===== config.mk =====
export PLATFORM = sky130hd
export DESIGN_NAME = pfc_top
export DESIGN_NICKNAME = d
export VERILOG_FILES = /design/src/hdl/pfc_pkg.sv /design/src/hdl/pfc_top.sv /design/src/hdl/pfc_sync.sv
export SDC_FILE = /design/constraint.sdc
export NUM_CORES = 1
export LEC_CHECK = 0
export ABC_AREA = 1
export BUFFER_PORTS_ARGS = -buffer_cell sky130_fd_sc_hd__buf_2
export CAP_MARGIN = 20
export CORE_ASPECT_RATIO = 0.75
export CORE_UTILIZATION = 50
export CTS_CLUSTER_SIZE = 24
export DETAILED_ROUTE_END_ITERATION = 7
export PLACE_DENSITY = 0.76
export SLEW_MARGIN = 25
export SYNTH_ARGS = -nofsm -noshare
export SYNTH_HDL_FRONTEND = slang
export SYNTH_SLANG_ARGS = --single-unit

===== constraint.sdc =====
create_clock -name CLOCK_I -period 2.8 [get_ports CLOCK_I]
set_input_delay 0.14 -clock CLOCK_I [delete_from_list [all_inputs] [get_ports CLOCK_I]]
set_output_delay 0.14 -clock CLOCK_I [all_outputs]
set_load 0.03 [all_outputs]

===== src/hdl/pfc_pkg.sv =====
// package for the protection fet control block
//
// Overview of operation
// - config picks 7V or 10V gate overdrive
// - any fault turns charge/discharge gates off
// - autonomous mode recovers by itself after fault
// - outside auto mode, host off command holds FETs until release
// - asserted off pin blocks matching FET
// - pin release reenables only if unblocked
// - manual mode raises interrupt, status readable
// - release command or pin reenables if unblocked
// - low cell voltage charges through precharge FET
// - a charge fault turns precharge gate off
// - predischarge first, then discharge on, predischarge off
// - big discharge current turns charge FET on
// - charge FET off again when current subsides
// - big charge current turns discharge FET on
// - discharge FET off again when current subsides
// - body diode guard only in series configuration
// - off pins ORed with every other off reason
package pfc_pkg;
  // register byte offsets
  localparam logic [3:0] PFC_CTRL_OFF = 4'h0;
  localparam logic [3:0] PFC_CMD_OFF = 4'h4;
  localparam logic [3:0] PFC_STAT_OFF = 4'h8;
  localparam logic [3:0] PFC_THR_OFF = 4'hC;
  // control field positions
  localparam int PFC_CTRL_MODE_LSB = 0;
  localparam int PFC_CTRL_OD10 = 2;
  localparam int PFC_CTRL_PREDISCHARGE_FET_GATE_EN = 3;
  localparam int PFC_CTRL_PRECHARGE_FET_GATE_EN = 4;
  localparam int PFC_CTRL_PARALLEL = 5;
  localparam int PFC_CTRL_PIN_EN = 6;
  localparam int PFC_CTRL_CHG_REQ = 7;
  localparam int PFC_CTRL_DSG_REQ = 8;
  localparam int PFC_CTRL_W = 9;
  localparam logic [8:0] PFC_CTRL_RST = 9'h1_C8;
  // command bits: off, release and fault clear
  localparam int PFC_CMD_CHG_OFF = 0;
  localparam int PFC_CMD_DSG_OFF = 1;
  localparam int PFC_CMD_RELEASE = 2;
  localparam int PFC_CMD_FLT_CLR = 3;
  // predischarge dwell before the discharge FET turns on
  localparam int PFC_PREDISCHARGE_FET_GATE_TIME_US = 100;
  localparam int PFC_CLK_MHZ = 50;
  localparam int PFC_PREDISCHARGE_FET_GATE_CYC = PFC_PREDISCHARGE_FET_GATE_TIME_US * PFC_CLK_MHZ;
  localparam logic [7:0] PFC_THR_RST = 8'h10;
  typedef enum logic [1:0] {
    PFC_MODE_AUTO = 2'b00,
    PFC_MODE_PART = 2'b01,
    PFC_MODE_MAN = 2'b10
  } pfc_mode_t;
  typedef enum logic [1:0] {
    PFC_DS_OFF = 2'b00,
    PFC_DS_PRE = 2'b01,
    PFC_DS_ON = 2'b10
  } pfc_ds_t;
endpackage


===== src/hdl/pfc_top.sv =====
// protection fet gate control with avalon register slave
//
// Our own choices: the placing of the registers and the Avalon-MM interface to the registers.
`timescale 1ns/1ns
module pfc_top import pfc_pkg::*; #(
  parameter int PREDISCHARGE_FET_GATE_CYC = PFC_PREDISCHARGE_FET_GATE_CYC,
  parameter int CUR_W = 16
) (
  input wire logic CLOCK_I,
  input wire logic SYS_RST_I,
  input wire logic [3:0] AVS_ADDRESS_I,
  input wire logic AVS_READ_I,
  input wire logic AVS_WRITE_I,
  input wire logic [31:0] AVS_WRITEDATA_I,
  output logic [31:0] AVS_READDATA_O,
  output logic AVS_WAITREQUEST_O,
  input wire logic CHARGE_OFF_REQUEST_PIN_I,
  input wire logic DISCHARGE_OFF_REQUEST_PIN_I,
  input wire logic FAULT_CHG_I,
  input wire logic FAULT_DSG_I,
  input wire logic CELL_LOW_I,
  input wire logic [CUR_W-1:0] CURRENT_I,
  output logic CHARGE_FET_GATE_O,
  output logic DISCHARGE_FET_GATE_O,
  output logic PRECHARGE_FET_GATE_O,
  output logic PREDISCHARGE_FET_GATE_O,
  output logic OVERDRIVE_10V_O,
  output logic ALERT_O
);
  ////////////////////////////////////////////////////////////////////
  // pin, fault and cell low synchronisers
  logic cpin_s;
  logic dpin_s;
  logic fchg_s;
  logic fdsg_s;
  logic low_s;
  pfc_sync u_cpin (.CLOCK_I(CLOCK_I), .SYS_RST_I(SYS_RST_I),
    .d_i(CHARGE_OFF_REQUEST_PIN_I), .q_o(cpin_s));
  pfc_sync u_dpin (.CLOCK_I(CLOCK_I), .SYS_RST_I(SYS_RST_I),
    .d_i(DISCHARGE_OFF_REQUEST_PIN_I), .q_o(dpin_s));
  pfc_sync u_fchg (.CLOCK_I(CLOCK_I), .SYS_RST_I(SYS_RST_I),
    .d_i(FAULT_CHG_I), .q_o(fchg_s));
  pfc_sync u_fdsg (.CLOCK_I(CLOCK_I), .SYS_RST_I(SYS_RST_I),
    .d_i(FAULT_DSG_I), .q_o(fdsg_s));
  pfc_sync u_low (.CLOCK_I(CLOCK_I), .SYS_RST_I(SYS_RST_I),
    .d_i(CELL_LOW_I), .q_o(low_s));

  ////////////////////////////////////////////////////////////////////
  // registers
  logic [PFC_CTRL_W-1:0] ctrl_r;
  logic [PFC_CTRL_W-1:0] ctrl_nxt;
  logic [7:0] thr_r;
  logic [7:0] thr_nxt;
  logic hold_c_r;
  logic hold_c_nxt;
  logic hold_d_r;
  logic hold_d_nxt;
  logic flt_c_r;
  logic flt_c_nxt;
  logic flt_d_r;
  logic flt_d_nxt;
  logic [31:0] rdata_r;
  logic [31:0] rdata_nxt;
  logic ack_r;
  logic ack_nxt;
  pfc_ds_t ds_r;
  pfc_ds_t ds_nxt;
  logic [15:0] cnt_r;
  logic [15:0] cnt_nxt;
  logic chg_r;
  logic chg_nxt;
  logic dsg_r;
  logic dsg_nxt;
  logic precharge_fet_gate_r;
  logic precharge_fet_gate_nxt;
  logic predischarge_fet_gate_r;
  logic predischarge_fet_gate_nxt;

  pfc_mode_t mode;
  logic wr_cmd;
  logic blk_c;
  logic blk_d;
  logic req_c;
  logic req_d;
  logic bd_c;
  logic bd_d;
  logic signed [CUR_W-1:0] cur;
  logic signed [CUR_W-1:0] thr_s;

  assign mode = pfc_mode_t'(ctrl_r[PFC_CTRL_MODE_LSB +: 2]);
  // commands act in the answer cycle, the edge where waitrequest is low
  assign wr_cmd = AVS_WRITE_I && ack_r && AVS_ADDRESS_I == PFC_CMD_OFF;
  assign cur = $signed(CURRENT_I);
  assign thr_s = $signed({{(CUR_W-8){1'b0}}, thr_r});

  ////////////////////////////////////////////////////////////////////
  // avalon slave: one wait cycle, answer on second cycle
  always_comb begin
    ctrl_nxt = ctrl_r;
    thr_nxt = thr_r;
    rdata_nxt = rdata_r;
    ack_nxt = 1'b0;
    if ((AVS_READ_I || AVS_WRITE_I) && !ack_r) begin
      ack_nxt = 1'b1;
      rdata_nxt = 32'h0000_0000;
      if (!AVS_WRITE_I) begin
        case (AVS_ADDRESS_I)
          PFC_CTRL_OFF: rdata_nxt = {23'h0, ctrl_r};
          PFC_STAT_OFF: rdata_nxt = {22'h0, ds_r, predischarge_fet_gate_r, precharge_fet_gate_r,
            dsg_r, chg_r, hold_d_r, hold_c_r, flt_d_r, flt_c_r};
          PFC_THR_OFF: rdata_nxt = {24'h0, thr_r};
          default: rdata_nxt = 32'h0000_0000;
        endcase
      end
    end
    // writes land only at the edge that ends the answer cycle
    if (AVS_WRITE_I && ack_r) begin
      if (AVS_ADDRESS_I == PFC_CTRL_OFF) begin
        ctrl_nxt = AVS_WRITEDATA_I[PFC_CTRL_W-1:0];
      end
      if (AVS_ADDRESS_I == PFC_THR_OFF) begin
        thr_nxt = AVS_WRITEDATA_I[7:0];
      end
    end
  end
  assign AVS_WAITREQUEST_O = (AVS_READ_I || AVS_WRITE_I) && !ack_r;
  assign AVS_READDATA_O = rdata_r;

  ////////////////////////////////////////////////////////////////////
  // host holds and sticky fault flags
  always_comb begin
    hold_c_nxt = hold_c_r;
    hold_d_nxt = hold_d_r;
    flt_c_nxt = flt_c_r;
    flt_d_nxt = flt_d_r;
    if (wr_cmd && mode != PFC_MODE_AUTO) begin
      if (AVS_WRITEDATA_I[PFC_CMD_RELEASE]) begin
        hold_c_nxt = 1'b0;
        hold_d_nxt = 1'b0;
      end
      if (AVS_WRITEDATA_I[PFC_CMD_CHG_OFF]) begin
        hold_c_nxt = 1'b1;
      end
      if (AVS_WRITEDATA_I[PFC_CMD_DSG_OFF]) begin
        hold_d_nxt = 1'b1;
      end
    end
    if (wr_cmd && AVS_WRITEDATA_I[PFC_CMD_FLT_CLR]) begin
      flt_c_nxt = 1'b0;
      flt_d_nxt = 1'b0;
    end
    if (fchg_s) begin
      flt_c_nxt = 1'b1;
    end
    if (fdsg_s) begin
      flt_d_nxt = 1'b1;
    end
  end
  assign ALERT_O = (mode == PFC_MODE_MAN) && (flt_c_r || flt_d_r);

  ////////////////////////////////////////////////////////////////////
  // block reasons; live faults let auto mode recover by itself
  always_comb begin
    blk_c = fchg_s || hold_c_r
      || (ctrl_r[PFC_CTRL_PIN_EN] && cpin_s);
    blk_d = fdsg_s || hold_d_r
      || (ctrl_r[PFC_CTRL_PIN_EN] && dpin_s);
    req_c = ctrl_r[PFC_CTRL_CHG_REQ];
    req_d = ctrl_r[PFC_CTRL_DSG_REQ];
    // charge FET body diode guard
    // judged on the unforced request, else the forced gate would toggle
    bd_c = !ctrl_r[PFC_CTRL_PARALLEL]
      && !(req_c && !blk_c && !(ctrl_r[PFC_CTRL_PRECHARGE_FET_GATE_EN] && low_s))
      && (dsg_r || predischarge_fet_gate_r) && (cur < -thr_s);
    bd_d = !ctrl_r[PFC_CTRL_PARALLEL] && (ds_r != PFC_DS_ON)
      && (chg_r || precharge_fet_gate_r) && (cur > thr_s);
  end

  ////////////////////////////////////////////////////////////////////
  // gate drive and predischarge sequence
  always_comb begin
    ds_nxt = ds_r;
    cnt_nxt = cnt_r;
    // gate is request and no block
    case (ds_r)
      PFC_DS_OFF: begin
        if (req_d && !blk_d) begin
          if (ctrl_r[PFC_CTRL_PREDISCHARGE_FET_GATE_EN]) begin
            ds_nxt = PFC_DS_PRE;
            cnt_nxt = 16'(PREDISCHARGE_FET_GATE_CYC - 1);
          end else begin
            ds_nxt = PFC_DS_ON;
          end
        end
      end
      PFC_DS_PRE: begin
        if (!req_d || blk_d) begin
          ds_nxt = PFC_DS_OFF;
        end else if (cnt_r == 16'h0000) begin
          ds_nxt = PFC_DS_ON;
        end else begin
          cnt_nxt = cnt_r - 16'h0001;
        end
      end
      PFC_DS_ON: begin
        if (!req_d || blk_d) begin
          ds_nxt = PFC_DS_OFF;
        end
      end
      default: ds_nxt = PFC_DS_OFF;
    endcase
    predischarge_fet_gate_nxt = ds_nxt == PFC_DS_PRE;
    dsg_nxt = ds_nxt == PFC_DS_ON || bd_d;
    // precharge path while cells are low
    chg_nxt = (req_c && !blk_c && !(ctrl_r[PFC_CTRL_PRECHARGE_FET_GATE_EN] && low_s))
      || bd_c;
    precharge_fet_gate_nxt = req_c && !blk_c && ctrl_r[PFC_CTRL_PRECHARGE_FET_GATE_EN] && low_s;
  end

  ////////////////////////////////////////////////////////////////////
  // state registers
  always_ff @(posedge CLOCK_I) begin
    if (SYS_RST_I) begin
      ctrl_r <= PFC_CTRL_RST;
      thr_r <= PFC_THR_RST;
      hold_c_r <= 1'b0;
      hold_d_r <= 1'b0;
      flt_c_r <= 1'b0;
      flt_d_r <= 1'b0;
      rdata_r <= 32'h0000_0000;
      ack_r <= 1'b0;
      ds_r <= PFC_DS_OFF;
      cnt_r <= 16'h0000;
      chg_r <= 1'b0;
      dsg_r <= 1'b0;
      precharge_fet_gate_r <= 1'b0;
      predischarge_fet_gate_r <= 1'b0;
    end else begin
      ctrl_r <= ctrl_nxt;
      thr_r <= thr_nxt;
      hold_c_r <= hold_c_nxt;
      hold_d_r <= hold_d_nxt;
      flt_c_r <= flt_c_nxt;
      flt_d_r <= flt_d_nxt;
      rdata_r <= rdata_nxt;
      ack_r <= ack_nxt;
      ds_r <= ds_nxt;
      cnt_r <= cnt_nxt;
      chg_r <= chg_nxt;
      dsg_r <= dsg_nxt;
      precharge_fet_gate_r <= precharge_fet_gate_nxt;
      predischarge_fet_gate_r <= predischarge_fet_gate_nxt;
    end
  end

  assign CHARGE_FET_GATE_O = chg_r;
  assign DISCHARGE_FET_GATE_O = dsg_r;
  assign PRECHARGE_FET_GATE_O = precharge_fet_gate_r;
  assign PREDISCHARGE_FET_GATE_O = predischarge_fet_gate_r;
  assign OVERDRIVE_10V_O = ctrl_r[PFC_CTRL_OD10];
endmodule // pfc_top


===== src/hdl/pfc_sync.sv =====
// two flip-flop synchroniser for pin inputs
`timescale 1ns/1ns
module pfc_sync (
  input wire logic CLOCK_I,
  input wire logic SYS_RST_I,
  input wire logic d_i,
  output logic q_o
);
  logic s1_r;
  logic s2_r;
  logic s1_nxt;
  logic s2_nxt;
  // first stage read only by the second
  always_comb begin
    s1_nxt = d_i;
    s2_nxt = s1_r;
  end
  always_ff @(posedge CLOCK_I) begin
    if (SYS_RST_I) begin
      s1_r <= 1'b0;
      s2_r <= 1'b0;
    end else begin
      s1_r <= s1_nxt;
      s2_r <= s2_nxt;
    end
  end
  assign q_o = s2_r;
endmodule // pfc_sync


* Word-level counts from Yosys, hierarchy flattened
Cells that the tools add are included.
Storage, ports and cells: output and inout port bits 39, input bits 61, logic and storage cells 113, register bits after elaboration 86
Operators by class: reductions and logical operators 52, mux-type cells 20, add/sub/neg operators 2, eq/ne operators 13, order comparisons 2
Operators with widths (number):
- 16-bit 2-to-1 mux | 4
- 16-bit case mux with 2 select lines | 1
- 10-bit case mux with 3 select lines | 1
- 1-bit logical AND | 20
- 16-bit by 9-bit > comparator with 1-bit output | 1
- 16-bit logical NOT | 1
- 16-bit < comparator | 1
- 8-bit negation with 16-bit output | 1
- 16-bit by 1-bit subtractor with 16-bit output (second input constant) | 1
- 2-bit nonzero test | 6
- 1-bit logical OR | 11
- 10-bit 2-to-1 mux | 1
- 2-bit 2-to-1 mux | 5
- 2-bit inequality test (second input constant) | 5
- 4-bit equality test (second input constant) | 2
- 2-bit AND reduction | 4
- 1-bit logical NOT | 7
- 1-bit 2-to-1 mux | 7
- 2-bit equality test (second input constant) | 3
- 2-bit case mux with 3 select lines | 1
- 5-bit AND reduction | 1
- 2-bit by 1-bit equality test with 1-bit output (second input constant) | 2
- 4-bit by 3-bit equality test with 1-bit output (second input constant) | 1
- 4-bit logical NOT | 1
- 2-bit logical NOT | 1

* Longest topological paths before layout
Gate-level depths: netlist of run 1.
depth after elaboration 10, mapped depth 16, mapped depth without buffers 16

* Cells and area by module
Synthesis of run 1 repeated with hierarchy kept, for this count alone.
Unflattened totals: cells, all modules 556, area total of the unflattened synthesis 3816.2 um^2
By module, submodules not included:
- pfc_top | area each 3540.9 um^2, sequential area each 1081.0 um^2, cells each 526, instances 1
- pfc_sync | area each 55.1 um^2, sequential area each 40.0 um^2, cells each 6, instances 5

* Worst setup path before layout of run 1
OpenSTA, ideal clock, no wires.
path type flip-flop to flip-flop, start reg thr_r[0], end reg chg_r, in the netlist CHARGE_FET_GATE_O, stages on the path, launching flop included 14, setup time 116 ps, data required time 2684 ps, arrival time 1995 ps, clock period less this slack 2112 ps, setup slack 688 ps, buffers on the path 0, path through dfxtp_1 nor3_1 nand3_1 nor3_1 ha_1 inv_1 ha_1 a21o_1 nor2_1 nand2_1 nand2_1 nand3_1 nand3_1 nand2_1
Between the ends: longest elaborated chain between the ends 4
RTL lines:
- start, declared | RTL line pfc_top.sv:52 | logic [7:0] thr_r;
- start signal, assigned | RTL line pfc_top.sv:240 | thr_r <= thr_nxt;
- 8-bit negation with 16-bit output | RTL line pfc_top.sv:174 | && (dsg_r || predischarge_fet_gate_r) && (cur < -thr_s);
- 16-bit < comparator | RTL line pfc_top.sv:174
- 1-bit logical AND | RTL line pfc_top.sv:174
- 1-bit logical OR | RTL line pfc_top.sv:216 | || bd_c;
- end signal, assigned | RTL line pfc_top.sv:249 | chg_r <= chg_nxt;
- end, declared | RTL line pfc_top.sv:70 | logic chg_r;
No other way between the ends. A chain may end at the register's enable or synchronous reset.

* Worst setup path in the final report of run 1
Ends and elaborated chain as after synthesis.

==> flow_summary.toml, run 1 <==
[run_status]
outcome = "finished, final reports clean"

[finish]
n_antenna_cell = 0
fillers = 724
final_core_utilization_pct = 59.1
area_delta_synth_final_pct = 13.4
regArea_sq_mm = 0.00128
drive_gt1_share_pct = 17.7
multi_input_area_sq_mm = 0.00216
fin_nets = 702

[power]
p_switching_uw = 699
power-per-cell-area_mw_per_mm2 = 529
max-vdd-ir-drop_uv = 300
power_frac_seq_pct = 42.4
p_int_uw = 1620
pwr-share-comb_pct = 20.0
p_leak_uw = 0.00207
clkPwrFrac_pct = 37.7
power.share.switching_pct = 30.1
finalPower_uw = 2320

[synthesis]
synth-edff-count = 0
syn_area_sq_mm = 0.00387
synth_cell_types = 40
ys_seq_elements = 64
ys_seq_area_share_pct = 33.1
async_flop_share_pct = 0
avgSynthCellArea_sq_um = 6.98
ys_warn_count = 0
synth-main-ff-cell = "dfxtp_1"
netlist_instances = 555

[setup_path]
reg2reg_setup_slack_ns = 0.37
rr_worst_depth = 13
critPathKind = "reg -> reg"
end_kind = "flop"
r2r_end = "CHARGE_FET_GATE_O"
worstPathMaxFanout = 5
cp-start-kind = "flop"
crit_required_ns = 3.04
worstPathArrival_ns = 2.67
r2r-start = "thr_r[0]"

[global_route]
grt_pass1_vias = 3361
grt.overflow.total = 0
grt_max_degree = 33
use_met1_pct = 30.6
top_usage_layer = "met2"
met3_usage_pct = 5.98
grt_pass1_wl_mm = 15.2
groute.usage.overall_pct = 23.3
use_met2_pct = 38.7
antenna_found_initial = 0

[routing]
drc_errors = 0
routedWlPerCell_um = 12.6
ant_nets = 0
via_count = 3628
drtIter0Drc = 283
routed_wl_mm = 9.07
viasPerCell = 5.03
dr.pass1.iters = 5

[clock_tree]
cts.clk_slew.worst_paths_ns = 0.07
worstSkewPairLatency_ns = 0.34
cts_hold_buf = 5
cts_resized = 0
clock_path_buffers = 2
cts_root_buf = "clkbuf_8"
clock-sinks = 64
postCtsSetupRepairBufs = 0
cts_tree = "built"
cts_inserted_buffers = 9
cts_htree_levels = 3

[sta]
post-route-period-util_pct = 86.8
max_slew_margin_pct = 54.2
setup_tns_ns = 0
setup_viol = 0
fin_skew_ns = 0.00650
fin_crit_ns = 2.43
slew_viol_final = 0
rsz0062_at_grt = "no"
tightest_slew_ns = 0.687
fmax_mhz = 411
hold_violations = 0

[hold_path]
hp-start = "AVS_WRITEDATA_I[7]"
hold_path_end = "ctrl_r[7]"
hold_path_depth = 3
holdCritPathClass = "in -> reg"

[die]
die_w_um = 104
rows = 27
io_pins = 100
die_area_sq_mm = 0.00811
die_h_um = 78.2
core_sq_mm = 0.00743
start_util_pct = 52.1

[placement]
numPortBuffers = 54
dp_hpwl_mm = 6.78
gp_congestion = 0.900

[flow_run]
maxCapViolCount = 0
routing by layer:
| layer | vias to the layer above | share of wire (%) | routed length, um |
|---|---|---|---|
| li1 | 1865 | - | - |
| met1 | 1641 | 47 | 4300 |
| met2 | 114 | 45 | 4120 |
| met3 | 8 | 6.6 | 595 |
| met4 | 0 | 0.69 | 63 |
| met5 | - | 0 | 0 |
power by group through the flow:
stage               logic, uW  registers, uW  clock network (uW)
global placement          436           1000                   0
CTS                       460            984                 891
finish                    464            985                 875
global route              523            990                 929
floorplan                 373           1000                   0
detailed placement        449           1000                   0
registers in the layout (all words and copies together), names as in the netlist:
register	count
u_cpin.s1_r	1
flt_c_r	1
u_cpin.q_o	1
hold_d_r	1
u_fdsg.s1_r	1
u_low.q_o	1
u_dpin.s1_r	1
PRECHARGE_FET_GATE_O	1
cnt_r	16
u_dpin.q_o	1
ds_r	2
u_fdsg.q_o	1
u_fchg.q_o	1
ack_r	1
u_fchg.s1_r	1
DISCHARGE_FET_GATE_O	1
u_low.s1_r	1
flt_d_r	1
thr_r	8
AVS_READDATA_O	10
ctrl_r	9
CHARGE_FET_GATE_O	1
PREDISCHARGE_FET_GATE_O	1
hold_c_r	1
synth_stat cells (all sizes together) (8+ instances only):
cell    number  area (sq um)
o221ai       8          70.1
dfxtp       64          1280
o21ai       22           110
inv         74           280
nor2        74           308
nand3       23           120
nor3        10          66.3
ha          26           325
buf         26           204
nand2      134           538
xor2         9          78.8
a21oi       58           328
kinds of logic (layout without fill, tap and decap cells):
logic type / after synthesis / after routing / synth area share, %
compound gates: 94 / 94 / 14.3
xor+xnor: 9 / 9 / 2.03
fa+ha+maj: 26 / 26 / 8.40
buf+inv: 107 / 151 / 13.2
flops: 64 / 64 / 33.1
other cells: 1 / 22 / 0.0968
simple gates: 254 / 254 / 29.0
final cells by class:
| class | instances | share of cell area, % |
|---|---|---|
| multi-input cells | 405 | 49.2 |
| flip-flops and latches | 64 | 29.1 |
| repair buffers | 60 | 7.46 |
| inverters | 75 | 6.46 |
| clock buffers | 13 | 3.39 |
| well taps | 101 | 2.88 |
| clock inverters | 3 | 1.48 |
worst max-delay path by stage:
stage | start | endpoint | slack [ns] | cells past startpoint
CTS | thr_r[0] | CHARGE_FET_GATE_O | 0.36 | 13
finish | thr_r[0] | CHARGE_FET_GATE_O | 0.37 | 13
floorplan | thr_r[0] | CHARGE_FET_GATE_O | 0.69 | 13
detailed placement | thr_r[0] | CHARGE_FET_GATE_O | 0.39 | 13
global placement | thr_r[0] | CHARGE_FET_GATE_O | 0.43 | 13
global route | thr_r[0] | CHARGE_FET_GATE_O | 0.12 | 13
worst max-delay path, cell delays in order (launching register included):
cell,delay [ns]
dfxtp_1,0.34
nor3_1,0.30
nand3_1,0.27
nor3_1,0.21
ha_1,0.27
inv_1,0.06
ha_1,0.24
a21o_1,0.18
nor2_1,0.09
nand2_1,0.07
nand2_1,0.09
nand3_1,0.07
nand3_1,0.08
nand2_1,0.05
per-stage QoR:
stage	cells	area [sq um]	setup slack, ns	hold slack [ns]
finish	721	4400	0.369	0.0456
global route	721	4400	0.122	0.0573
CTS	721	4400	0.364	0.0268
global placement	700	4130	0.432	0.338
detailed placement	700	4130	0.391	0.353
floorplan	576	3950	0.688	0.247
layout by cell type (no fill, tap or decap), types with 3 or more instances in the layout:
cell / count
inv_1: 68
conb_1: 22
buf_2: 54
clkbuf_1: 3
nand4_1: 6
inv_2: 5
o21ai_0: 20
dlygate4sd3_1: 5
nor3_1: 8
nand3_1: 22
ha_1: 26
nand2_1: 122
nor2_2: 6
dfxtp_1: 64
nor2_1: 66
a21oi_2: 10
nand2_2: 11
xor2_1: 9
clkbuf_8: 10
o221ai_1: 8
a21oi_1: 48
(Power assumes the default switching activity.)
==> run 2: changes to the inputs <==
--- a/config.mk
+++ b/config.mk
@@ -16,4 +16,5 @@
 export SLEW_MARGIN = 25
 export SYNTH_ARGS = -nofsm -noshare
 export SYNTH_HDL_FRONTEND = slang
+export SYNTH_HIERARCHICAL = 1
 export SYNTH_SLANG_ARGS = --single-unit
==> flow_summary.toml, run 2 <==
[setup_path]
path_cells = "nor3_1 -> nand3_1 -> nor3_1 -> ha_1 -> inv_1 -> ha_1 -> a21o_1 -> nor2_1 -> nand2_1 -> nand2_1 -> nand3_1 -> nand3_1 -> nand2_1"
cp-start-kind = "flop"
r2r-start = "thr_r[0]"
max_stage_delay_ns = 0.34
cp-startpoint = "thr_r[0]"
end_kind = "flop"
rr_worst_depth = 13
reg2reg_setup_slack_ns = 0.38
critPathCapture = "CHARGE_FET_GATE_O"
crit_required_ns = 3.05
worstPathMaxFanout = 5
r2r_end = "CHARGE_FET_GATE_O"
critical-path-slowest-cell = "dfxtp_1"
worstPathArrival_ns = 2.67
critPathKind = "reg -> reg"

[synthesis]
synth_area_leader_cell = "dfxtp_1"
synth_cell_types = 36
synth_common_cells = "nand2_1, inv_1, nor2_1, dfxtp_1, a21oi_1"
async_flop_share_pct = 0
avgSynthCellArea_sq_um = 6.86
synth_most_common_cell = "nand2_1"
netlist_instances = 556
synth-main-ff-cell = "dfxtp_1"
synth-edff-count = 0
ys_warn_count = 6
netlist.area_leader.share_pct = 33.6
syn_area_sq_mm = 0.00382
post_synth_main_area_contributors = "dfxtp_1, nand2_1, ha_1, inv_1, a21oi_1"
ys_seq_area_share_pct = 33.6
ys_seq_elements = 64

[flow_run]
maxCapViolCount = 0

[finish]
fillers = 693
final_common_cell = "nand2_1"
top_register = "cnt_r"
drive_gt1_share_pct = 14.6
area_delta_synth_final_pct = 13.2
n_antenna_cell = 0
largest_reg_flops = 16
final_cell_mix = "nand2_1, inv_1, nor2_1"
fin_nets = 704

[run_status]
outcome = "finished, final reports clean"

[global_route]
antenna_found_initial = 0
grt.overflow.total = 0
grt_pass1_vias = 3402
grt_max_degree = 47
groute.usage.overall_pct = 24.2
grt_pass1_wl_mm = 15.0

[die]
rows = 27
die_w_um = 103
core_sq_mm = 0.00736
io_pins = 100
die_area_sq_mm = 0.00799
start_util_pct = 51.8
die_h_um = 77.7

[clock_tree]
cts_htree_levels = 3
cts_inserted_buffers = 9
cts.clk_slew.worst_paths_ns = 0.07
clock_path_buffers = 2
clock-sinks = 64
cts_resized = 0
cts_root_buf = "clkbuf_8"
worstSkewPairLatency_ns = 0.35
cts_tree = "built"

[routing]
dr.pass1.iters = 5
via_count = 3620
drtIter0Drc = 168
routed_wl_mm = 8.97
ant_nets = 0
drc_errors = 0
viasPerCell = 5.01
routedWlPerCell_um = 12.4

[placement]
gp_congestion = 0.878
dp_hpwl_mm = 6.70
pre_cts_slack_ns = 0.380
numPortBuffers = 54

[sta]
hold_violations = 0
setup_tns_ns = 0
fmax_mhz = 413
tightest_slew_ns = 0.542
setup_ws_ns = 0.376
slew_viol_final = 0
fin_crit_ns = 2.42
rsz0062_at_grt = "no"
max_slew_margin_pct = 63.8
setup_viol = 0
post-route-period-util_pct = 86.6
fin_skew_ns = 0.00547

[power]
p_leak_uw = 0.00210
max-vdd-ir-drop_uv = 333
power-per-cell-area_mw_per_mm2 = 504

[hold_path]
holdCritPathClass = "in -> reg"
==> run 2: cell types whose count changed after synthesis, moves of 4 or more <==
cell and delta:
nand2_1 +10, nand2_2 -9, a21oi_2 -6, a21oi_1 +4, nand3_1 +4, inv_1 +4
==> run 2: report_power, final <==
| group | switching [uW] | internal, uW | total [uW] |
|---|---|---|---|
| Sequential | 33.6 | 950 | 983 |
| Clock | 351 | 393 | 744 |
| Combinational | 306 | 144 | 449 |
==> run 2: worst min path at each step <==
stage	start	endpoint	cells after the start
global placement	CELL_LOW_I	u_low/s1_r	3
CTS	AVS_WRITEDATA_I[8]	ctrl_r[8]	3
floorplan	SYS_RST_I	u_cpin/s1_r	1
detailed placement	CELL_LOW_I	u_low/s1_r	3
finish	AVS_WRITEDATA_I[8]	ctrl_r[8]	3
global route	AVS_WRITEDATA_I[8]	ctrl_r[8]	3
==> run 2: metrics by stage <==
| stage | area, sq um | instances | util, % | hold WS (ns) | power [uW] |
|---|---|---|---|---|---|
| 2_1_floorplan | 3890 | 577 | - | 0.211 | 1360 |
| 3_3_place_gp | 4080 | 702 | 55.5 | 0.347 | 1420 |
| 3_5_place_dp | 4080 | 702 | 55.5 | 0.346 | 1440 |
| 4_1_cts | 4320 | 723 | 58.6 | 0.0398 | 2180 |
| 5_1_grt | 4320 | 723 | 58.6 | 0.0516 | 2300 |
| 6_report | 4320 | 723 | 58.6 | 0.0447 | 2180 |
==> run 2: cell type report <==
type / instances / area, sq um / area share, %
Sequential cell: 64 / 1280 / 29.7
Clock inverter: 2 / 12.5 / 0.290
Multi-Input combinational cell: 405 / 2110 / 48.8
Tap cell: 101 / 126 / 2.93
Inverter: 77 / 289 / 6.69
Clock buffer: 14 / 173 / 4.00
Timing Repair Buffer: 60 / 328 / 7.59
==> run 2: cell families after synthesis <==
family	count (synthesis)	share of synthesized area, %
xor gates and xnor gates	9	2.07
other	1	0.0983
adders and majority gates	26	8.52
buffers and inverters	108	13.2
AOI/OAI and AO/OA	92	13.7
and+or+nand+nor	256	28.8
DFF	64	33.6
==> run 2: per-layer routing <==
metal	up-vias	wire (um)	global-route usage, %
met4	0	159	8.59
met2	104	4010	37.4
met1	1630	4310	31.7
li1	1868	-	-
met5	-	0	0
met3	18	486	7.12
==> run 2: what timing repair did <==
item	CTS	global route
hold endpoints to repair	5	0
buffers inserted	0	0
hold buffers	5	0
==> run 2: critical path: cells and delay by family, from the launching register on <==
| family | cells | cell delay (ns) |
|---|---|---|
| buffers and inverters | 1 | 0.06 |
| adders and majority gates | 2 | 0.51 |
| DFF | 1 | 0.34 |
| AOI/OAI and AO/OA | 1 | 0.18 |
| and+or+nand+nor | 9 | 1.24 |
==> run 3: changes to the inputs <==
--- a/config.mk
+++ b/config.mk
@@ -10,9 +10,9 @@
 export CAP_MARGIN = 20
 export CORE_ASPECT_RATIO = 0.75
 export CORE_UTILIZATION = 50
-export CTS_CLUSTER_SIZE = 24
 export DETAILED_ROUTE_END_ITERATION = 7
-export PLACE_DENSITY = 0.76
+export PLACE_DENSITY = 0.84
+export SETUP_SLACK_MARGIN = 0.2
 export SLEW_MARGIN = 25
 export SYNTH_ARGS = -nofsm -noshare
 export SYNTH_HDL_FRONTEND = slang
==> flow_summary.toml, run 3 (synthesized netlist as in run 2, its figures left out) <==
[run_status]
outcome = "finished, final reports clean"

[clock_tree]
cts.clk_slew.worst_paths_ns = 0.07
clock-sinks = 64
cts_tree = "built"
postCtsSetupRepairBufs = 0
worstSkewPairLatency_ns = 0.35
clock_path_buffers = 2
cts_inserted_buffers = 9
cts_htree_levels = 3
cts_root_buf = "clkbuf_8"

[finish]
design_area_sq_mm = 0.00430
area_delta_synth_final_pct = 12.7
final_cell_mix = "nand2_1, inv_1, nor2_1"
n_antenna_cell = 0
largest_reg_flops = 16
multi_input_area_sq_mm = 0.00211
fin_nets = 703
regArea_sq_mm = 0.00128
drive_gt1_share_pct = 14.5
fillers = 684
top_register = "cnt_r"
final_common_cell = "nand2_1"

[placement]
dp_hpwl_mm = 6.83
pre_cts_slack_ns = 0.408
gp_congestion = 0.886
numPortBuffers = 54
place_area_sq_mm = 0.00408

[routing]
via_count = 3656
viasPerCell = 5.08
drtIter0Drc = 215
ant_nets = 0
routedWlPerCell_um = 12.5
dr.pass1.iters = 6
routed_wl_mm = 8.99
drc_errors = 0

[die]
die_w_um = 103
die_h_um = 77.7
die_area_sq_mm = 0.00799
rows = 27
core_sq_mm = 0.00736
io_pins = 100
start_util_pct = 51.8

[global_route]
grt.overflow.total = 0
grt_pass1_wl_mm = 15.0
groute.usage.overall_pct = 24.4
antenna_found_initial = 0
grt_pass1_vias = 3438
grt_max_degree = 34

[sta]
post-route-period-util_pct = 85.2
slew_viol_final = 0
setup_ws_ns = 0.415
setup_viol = 0
fin_hold_ws_ns = 0.0153
rsz0062_at_grt = "no"
fin_crit_ns = 2.38
setup_tns_ns = 0
fmax_mhz = 419
fin_skew_ns = 0.0104
hold_violations = 0

[power]
clkPwrFrac_pct = 33.4
p_int_uw = 1480
power.share.switching_pct = 31.4
finalPower_uw = 2150
p_leak_uw = 0.00210
power-per-cell-area_mw_per_mm2 = 501
pwr-share-comb_pct = 21.0
p_switching_uw = 675
max-vdd-ir-drop_uv = 306
power_frac_seq_pct = 45.7

[setup_path]
worstPathMaxFanout = 5
r2r-start = "thr_r[0]"
reg2reg_setup_slack_ns = 0.42
r2r_end = "CHARGE_FET_GATE_O"
crit_required_ns = 3.04
rr_worst_depth = 13
end_kind = "flop"
critPathKind = "reg -> reg"
cp-start-kind = "flop"
worstPathArrival_ns = 2.62

[hold_path]
hold_path_depth = 3
hp-start = "DISCHARGE_OFF_REQUEST_PIN_I"
holdCritPathClass = "in -> reg"
hold_path_end = "u_dpin/s1_r"

[flow_run]
maxCapViolCount = 0
==> run 3: critical path, cell delays in order (launching register included) <==
cell and delay, ns:
dfxtp_1 0.34, nor3_1 0.36, nand3_2 0.20, nor3_1 0.19, ha_1 0.26, inv_1 0.06, ha_1 0.24, a21o_1 0.18
nor2_1 0.10, nand2_1 0.08, nand2_1 0.08, nand3_1 0.07, nand3_1 0.08, nand2_1 0.05
==> run 3: what timing repair did <==
| item | in CTS | in global routing |
|---|---|---|
| endpoints found under the setup margin | 0 | 1 |
| endpoints found under the hold margin | 4 | 0 |
| resized for setup | 0 | 1 |
| hold buffers | 4 | 0 |
==> run 3: cell type report <==
class                      instances  share of cell area [%]
multi-input combinational        405                    49.2
timing repair buffer              59                    7.39
sequential                        64                    29.8
tap                              101                    2.94
clock buffer                      14                    4.01
inverter                          77                    6.72
==> run 3: power groups by stage <==
stage | combinational (uW) | clock, uW | sequential, uW
floorplan | 355 | 0 | 1000
global placement | 421 | 0 | 1000
detailed placement | 440 | 0 | 1000
CTS | 447 | 731 | 982
global route | 516 | 773 | 988
finish | 451 | 719 | 984
==> run 3: through the flow <==
| stage | util [%] | std cells |
|---|---|---|
| finish | 58.4 | 720 |
| global route | 58.4 | 720 |
| CTS | 58.3 | 720 |
| detailed placement | 55.5 | 702 |
| global placement | 55.5 | 702 |
| floorplan | - | 577 |
==> run 3: routing by layer <==
layer,global-route usage [%],up-vias,routed length [um]
met1,30.8,1625,4110
met2,39.5,146,4150
met5,0,-,0
met4,8.73,0,136
met3,6.85,18,601
li1,-,1867,-
==> run 3: worst max path at each step <==
stage                  start           endpoint  slack [ns]  cells past startpoint
floorplan           thr_r[0]  CHARGE_FET_GATE_O        0.69                     13
global placement    thr_r[0]  CHARGE_FET_GATE_O        0.45                     13
detailed placement  thr_r[0]  CHARGE_FET_GATE_O        0.41                     13
CTS                 thr_r[0]  CHARGE_FET_GATE_O        0.39                     13
global route        thr_r[0]  CHARGE_FET_GATE_O        0.21                     14
finish              thr_r[0]  CHARGE_FET_GATE_O        0.42                     13
